==> config.mk <==
export PLATFORM = sky130hd
export DESIGN_NAME = bscce_core
export DESIGN_NICKNAME = d
export VERILOG_FILES = /design/src/rtl/bscce_pkg.sv /design/src/rtl/bscce_bit_test.sv /design/src/rtl/bscce_core.sv
export VERILOG_INCLUDE_DIRS = /design/src /design/src/rtl
export SDC_FILE = /design/constraint.sdc
export NUM_CORES = 1
export LEC_CHECK = 0
export BUFFER_PORTS_ARGS = -buffer_cell sky130_fd_sc_hd__buf_4
export CORE_MARGIN = 4
export CORE_UTILIZATION = 50
export CTS_BUF_LIST = sky130_fd_sc_hd__clkbuf_16
export DETAILED_ROUTE_END_ITERATION = 10
export GPL_ROUTABILITY_DRIVEN = 0
export PLACE_DENSITY = 0.84
export SLEW_MARGIN = 20
export SYNTH_ARGS = -nofsm -noshare
export SYNTH_HDL_FRONTEND = slang
export SYNTH_SLANG_ARGS = --single-unit
==> constraint.sdc <==
create_clock -name clock -period 3.03 [get_ports clock]
set_input_delay 0.606 -clock clock [delete_from_list [all_inputs] [get_ports clock]]
set_output_delay 0.606 -clock clock [all_outputs]
set_load 0.02 [all_outputs]
==> src/rtl/bscce_params.svh <==
// constants for the bit-skip, call-via-accumulator and clear-accumulator execution block
`ifndef BSCCE_PARAMS_SVH
`define BSCCE_PARAMS_SVH
`define BSCCE_PC_W        10
`define BSCCE_ADDR_W      6
`define BSCCE_OPC_W       3
`define BSCCE_SP_W        3
`define BSCCE_PC_RST      10'h000
`define BSCCE_ACC_RST     8'h00
`define BSCCE_Z_RST       1'b0
`define BSCCE_Z_SET       1'b1
`define BSCCE_SP_RST      3'h0
`define BSCCE_ZERO_BYTE   8'h00
`define BSCCE_PC_STEP     10'h001
`define BSCCE_SP_STEP     3'h1
`define BSCCE_OP_NOP      3'h0
`define BSCCE_OP_TSKC     3'h1
`define BSCCE_OP_TSKS     3'h2
`define BSCCE_OP_CALL_VIA_ACCUMULATOR    3'h3
`define BSCCE_OP_CLEAR_ACCUMULATOR     3'h4
`define BSCCE_TBH_LO      1
`define BSCCE_BIT_CLEAR   1'b0
`define BSCCE_BIT_SET     1'b1
`endif

==> src/rtl/bscce_pkg.sv <==
// types for the bit-skip, call and clear execution block
`include "bscce_params.svh"
package bscce_pkg;
	typedef struct packed {
		logic [`BSCCE_OPC_W-1:0]  opcode;
		logic [`BSCCE_ADDR_W-1:0] reg_addr;
		logic [2:0]               bit_sel;
	} bscce_instr_t;
	typedef struct packed {
		logic                   push;
		logic [`BSCCE_PC_W-1:0] data;
	} bscce_push_t;
	typedef enum logic [2:0] {
		BSCCE_EXEC  = 3'h1,
		BSCCE_SKIP  = 3'h2,
		BSCCE_CALL2 = 3'h4
	} bscce_state_t;
endpackage : bscce_pkg

==> src/rtl/bscce_bit_test.sv <==
// bit-test decision for the two skip instructions
`timescale 1ns/10ps
`default_nettype none
`include "bscce_params.svh"
module bscce_bit_test (
	// operands
	input  wire logic [7:0] reg_data,
	input  wire logic [2:0] bit_sel,
	input  wire logic       want_set,
	// decision
	output logic            skip
);
	wire logic picked;
	assign picked = reg_data[bit_sel];
	assign skip = want_set ? (picked == `BSCCE_BIT_SET) : (picked == `BSCCE_BIT_CLEAR);
endmodule : bscce_bit_test
`default_nettype wire

==> src/rtl/bscce_core.sv <==
// execution of bit-skip, call-via-accumulator and clear-accumulator
`timescale 1ns/10ps
`default_nettype none
`include "bscce_params.svh"
module bscce_core (
	// clock and reset
	input  wire logic                        clock,
	input  wire logic                        rst,
	// instruction from fetch stage
	input  wire logic                        instr_valid,
	input  wire bscce_pkg::bscce_instr_t     instr,
	// register file read port
	output logic [`BSCCE_ADDR_W-1:0]         reg_raddr,
	input  wire logic [7:0]                  reg_rdata,
	input  wire logic [7:0]                  table_high_pointer,
	// accumulator result from the rest of the core
	input  wire logic                        acc_we,
	input  wire logic [7:0]                  acc_wdata,
	// architectural state
	output logic [`BSCCE_PC_W-1:0]           pc,
	output logic [7:0]                       accumulator,
	output logic                             zero_flag,
	output logic [`BSCCE_SP_W-1:0]           stack_ptr,
	// stack push and pipeline status
	output bscce_pkg::bscce_push_t           stack_push,
	output logic                             flush,
	output logic                             busy
);
	// state machine and architectural registers
	bscce_pkg::bscce_state_t     state_q;
	bscce_pkg::bscce_state_t     state_d;
	logic [`BSCCE_PC_W-1:0]      pc_q;
	logic [`BSCCE_PC_W-1:0]      pc_d;
	logic [7:0]                  acc_q;
	logic [7:0]                  acc_d;
	logic                        z_q;
	logic                        z_d;
	logic [`BSCCE_SP_W-1:0]      sp_q;
	logic [`BSCCE_SP_W-1:0]      sp_d;
	bscce_pkg::bscce_push_t      push_q;
	bscce_pkg::bscce_push_t      push_d;

	// pc of the following word: fall-through, skip slot and return address
	function automatic logic [`BSCCE_PC_W-1:0] next_pc(
		input logic [`BSCCE_PC_W-1:0] p
	);
		next_pc = p + `BSCCE_PC_STEP;
	endfunction : next_pc

	function automatic logic op_is(
		input logic [`BSCCE_OPC_W-1:0] opc,
		input logic [`BSCCE_OPC_W-1:0] code
	);
		op_is = (opc == code);
	endfunction : op_is

	// call target: low bits of the table-high pointer above the accumulator
	function automatic logic [`BSCCE_PC_W-1:0] call_target(
		input logic [7:0] high,
		input logic [7:0] low
	);
		call_target = {high[`BSCCE_TBH_LO:0], low};
	endfunction : call_target

	function automatic logic [`BSCCE_SP_W-1:0] next_sp(
		input logic [`BSCCE_SP_W-1:0] s
	);
		next_sp = s + `BSCCE_SP_STEP;
	endfunction : next_sp

	// instruction decode
	wire logic                   in_exec;
	wire logic                   in_skip;
	wire logic                   in_call2;
	wire logic                   is_tskc;
	wire logic                   is_tsks;
	wire logic                   is_call;
	wire logic                   is_clear_accumulator;
	wire logic                   is_test;
	wire logic                   bit_skip;
	wire logic                   take_skip;
	wire logic                   acc_load;
	wire logic [`BSCCE_PC_W-1:0] pc_seq;
	wire logic [`BSCCE_PC_W-1:0] pc_call;
	wire logic [`BSCCE_SP_W-1:0] sp_inc;

	// a word is taken only in the execute state
	assign in_exec   = (state_q == bscce_pkg::BSCCE_EXEC) && instr_valid;
	assign in_skip   = (state_q == bscce_pkg::BSCCE_SKIP);
	assign in_call2  = (state_q == bscce_pkg::BSCCE_CALL2);
	assign is_tskc   = in_exec && op_is(instr.opcode, `BSCCE_OP_TSKC);
	assign is_tsks   = in_exec && op_is(instr.opcode, `BSCCE_OP_TSKS);
	assign is_call   = in_exec && op_is(instr.opcode, `BSCCE_OP_CALL_VIA_ACCUMULATOR);
	assign is_clear_accumulator   = in_exec && op_is(instr.opcode, `BSCCE_OP_CLEAR_ACCUMULATOR);
	assign is_test   = is_tskc || is_tsks;
	assign reg_raddr = instr.reg_addr;

	// bit picked from the addressed register decides the skip
	bscce_bit_test u_bit_test (
		.reg_data (reg_rdata),
		.bit_sel  (instr.bit_sel),
		.want_set (is_tsks),
		.skip     (bit_skip)
	);

	assign take_skip = is_test && bit_skip;
	// a result from elsewhere must not land in the skipped slot or the call,
	// and bit tests, call and clear own the accumulator in their own cycle
	assign acc_load  = acc_we && (state_q == bscce_pkg::BSCCE_EXEC)
		&& !is_test && !is_call && !is_clear_accumulator;

	// candidate program counter and stack pointer values
	assign pc_seq    = next_pc(pc_q);
	assign pc_call   = call_target(table_high_pointer, acc_q);
	assign sp_inc    = next_sp(sp_q);

	// next values; the case follows the state register
	always_comb begin
		state_d = state_q;
		pc_d    = pc_q;
		acc_d   = acc_q;
		z_d     = z_q;
		sp_d    = sp_q;
		push_d  = '0;
		case (state_q)
			bscce_pkg::BSCCE_EXEC: begin
				if (acc_load) begin
					acc_d = acc_wdata;
				end
				if (instr_valid) begin
					pc_d = pc_seq;
					if (take_skip) begin
						state_d = bscce_pkg::BSCCE_SKIP;
					end else if (is_call) begin
						push_d.push = 1'b1;
						push_d.data = pc_seq;
						sp_d        = sp_inc;
						pc_d        = pc_call;
						state_d     = bscce_pkg::BSCCE_CALL2;
					end else if (is_clear_accumulator) begin
						acc_d = `BSCCE_ZERO_BYTE;
						z_d   = `BSCCE_Z_SET;
					end
				end
			end
			bscce_pkg::BSCCE_SKIP: begin
				// discarded word: pc moves on, nothing else changes
				pc_d    = pc_seq;
				state_d = bscce_pkg::BSCCE_EXEC;
			end
			bscce_pkg::BSCCE_CALL2: begin
				// second call cycle: the stack write settles, nothing else moves
				state_d = bscce_pkg::BSCCE_EXEC;
			end
			default: begin
				state_d = bscce_pkg::BSCCE_EXEC;
			end
		endcase
	end

	// one short register process per state element, synchronous reset
	always_ff @(posedge clock) begin
		if (rst) begin
			state_q <= bscce_pkg::BSCCE_EXEC;
		end else begin
			state_q <= state_d;
		end
	end

	always_ff @(posedge clock) begin
		if (rst) begin
			pc_q <= `BSCCE_PC_RST;
		end else begin
			pc_q <= pc_d;
		end
	end

	always_ff @(posedge clock) begin
		if (rst) begin
			acc_q <= `BSCCE_ACC_RST;
		end else begin
			acc_q <= acc_d;
		end
	end

	always_ff @(posedge clock) begin
		if (rst) begin
			z_q <= `BSCCE_Z_RST;
		end else begin
			z_q <= z_d;
		end
	end

	always_ff @(posedge clock) begin
		if (rst) begin
			sp_q <= `BSCCE_SP_RST;
		end else begin
			sp_q <= sp_d;
		end
	end

	always_ff @(posedge clock) begin
		if (rst) begin
			push_q <= '0;
		end else begin
			push_q <= push_d;
		end
	end

	// outputs come straight from the registers, except flush and busy, which are decoded from the state register
	assign pc          = pc_q;
	assign accumulator = acc_q;
	assign zero_flag   = z_q;
	assign stack_ptr   = sp_q;
	assign stack_push  = push_q;
	assign flush       = in_skip;
	assign busy        = in_skip || in_call2;
endmodule : bscce_core
`default_nettype wire

==> results.sh <==
export IMPL_status="finished clean"
export IMPL_hold_violations=0
export IMPL_setup_violations=0
export IMPL_crit_required_ns=2.42
export IMPL_cp_slowest_cell="dfxtp_1"
export IMPL_antenna_cells=0
export IMPL_vias_per_cell=5.48
export IMPL_io_pin_count=81
export IMPL_first_pass_iters=4
export IMPL_rows=21
export IMPL_ys_seq_area_frac=0.393
export IMPL_numPortBuffers=62
export IMPL_synth_largest_area_cell="dfxtp_1"
export IMPL_clockRootBuffer="clkbuf_16"
export IMPL_timing_hold_ws_ns=0.480
export IMPL_fin_crit_sh=0.599
export IMPL_grt_use_total=0.199
export IMPL_crit_path_end_kind="primary output"
export IMPL_numCtsBuffers=5
export IMPL_final_setup_tns_ns=0
export IMPL_skew_ns=0.00445
export IMPL_stdcell_area_sq_um=2390
export IMPL_ant_nets=0
export IMPL_htreeDepth=2
export IMPL_synthArstFlopShare=0
export IMPL_p_leak_nw=0.976
export IMPL_yosysWarningCount=0
export IMPL_drv_slew=0
export IMPL_wire_per_inst_microns=14.2
export IMPL_cts_resized_gates=0
export IMPL_dpl_hpwl_microns=3070
export IMPL_cp_cell_sequence="or2b_1 -> nor2_1 -> buf_4"
export IMPL_cts_sinks=36
export IMPL_worstSetupPathType="register to primary output"
export IMPL_first_iter_violations=111
export IMPL_clk_path_buf_depth=2
export IMPL_grt_pass1_wl_microns=6930
export IMPL_synth_edf_count=0
export IMPL_timing_fmax_ghz=0.551
export IMPL_synth_common_cells="36 x dfxtp_1, 16 x a21oi_1, 14 x nor2_1, 13 x nand2b_1"
export IMPL_synth_top_cells_by_area="dfxtp_1 39%, nand2b_1 4.4%, a21oi_1 4.4%"
export IMPL_grt_max_degree=26
export IMPL_overflow=0
export IMPL_ctsHoldBuffers=0
export IMPL_cp_start_kind="register"
export IMPL_fp_dieW_microns=68.6
export IMPL_totalWireLength_microns=4260
export IMPL_cts_tree="yes"
export IMPL_route_detailed_drc=0
export IMPL_synth_top_area_frac=0.393
export IMPL_yosysMostFrequentCell="dfxtp_1"
export IMPL_post_cts_setup_buffers=0
export IMPL_core_sq_um=3440
export IMPL_die_area_sq_um=4700
export IMPL_ir_worst_vdd_uv=217
export IMPL_synth_ff_type="dfxtp_1"
export IMPL_syn_nets=239
export IMPL_grt_pass1_vias=1546
export IMPL_min_path_type="register to register"
export IMPL_rsz0062_at_grt="false"
export IMPL_drv_cap=0
export IMPL_avgSynthCellArea_sq_um=9.31
export IMPL_ys_ff_latch=36
export IMPL_tightest_slew_ns=0.623
export IMPL_cts_reportedPaths_clkPinSlew_ns=0.05
export IMPL_slowest_delay_ns=0.40
export IMPL_area_growth_pct=30.2
export IMPL_critPathMaxFanout=6
export IMPL_arrival_ns=1.21
export IMPL_finalCriticalPeriod_ns=1.81
export IMPL_timing_slew_headroom=0.584
export IMPL_syn_area_sq_um=1830
export IMPL_antenna_found_initial=0
export IMPL_finalWorstSetupSlack_ns=1.22
export IMPL_ys_types=47
export IMPL_vias=1640
export IMPL_drive_gt1_frac=0.320
export IMPL_dp_slack_ns=1.00
export IMPL_placed_cell_area_sq_um=2250
export IMPL_p_per_area_nw_per_um2=473
export IMPL_die_h_microns=68.6
export IMPL_fin_nets=294
export IMPL_initial_core_util=0.533
export IMPL_insertion_delay_ns=0.28
export IMPL_synth_cells=197
-- worst paths after layout --
path	startpoint	endpoint	slack (ns)	cells after the start
max	state_q[1]	flush	1.22	3
max reg2reg	state_q[1]	pc[6]	1.30	4
min	zero_flag	zero_flag	0.48	2
min reg2reg	zero_flag	zero_flag	0.48	2
-- sequential cells by signal, summed over array words and instances (netlist names) --
name,flops
stack_push,11
pc,10
stack_ptr,3
state_q,3
accumulator,8
zero_flag,1
-- critical path, delay by kind of cell, from the launching register on --
family        cells  cell delay, ns
flops             1            0.40
simple gates      2            0.39
buf+inv           1            0.14
-- final cells by class --
| class | instances | area [sq um] |
|---|---|---|
| inverter | 6 | 22.5 |
| tap | 46 | 57.6 |
| sequential | 36 | 721 |
| clock buffer | 5 | 125 |
| fill | 281 | 1050 |
| multi-input combinational | 140 | 978 |
| clock inverter | 3 | 11.3 |
| timing repair buffer | 63 | 473 |
-- logic make-up after synthesis --
group / Yosys count / synth area share
AOI/OAI and AO/OA: 54 / 0.209
adders and majority gates: 2 / 0.0136
DFF: 36 / 0.393
muxes: 4 / 0.0382
xor gates and xnor gates: 9 / 0.0430
buffers and inverters: 21 / 0.0737
and+or+nand+nor: 71 / 0.230
-- layout by cell type (no fill, tap or decap), types with 3 or more instances in the layout --
cell        n
buf_4      63
nand2_1    10
a21oi_1    16
o21ai_0    10
nor2_1     14
xnor2_1     8
o31a_1      4
dfxtp_1    36
a21oi_2     4
nand2b_1   13
nand3_1     7
o32ai_1     4
and3_1      5
o2bb2ai_1   9
nand4b_1    3
clkbuf_16   5
inv_1       8
-- metal layers --
metal | global-route usage | wire (microns)
met1 | 0.236 | 1710
met2 | 0.327 | 2140
met3 | 0.0535 | 320
met4 | 0.102 | 80
met5 | 0 | 0
-- where the power goes --
part | internal (mW) | switching (mW) | total (mW)
combinational | 0.0721 | 0.0765 | 0.149
clock | 0.295 | 0.184 | 0.479
sequential | 0.487 | 0.0153 | 0.503
-- stage by stage --
stage	power, mW	std cells	utilization
floorplan	0.606	197	-
global placement	0.659	291	0.654
detailed placement	0.661	291	0.654
CTS	1.13	299	0.694
global route	1.17	299	0.694
finish	1.13	299	0.694
No activity file was read; power rests on OpenSTA's default activity.
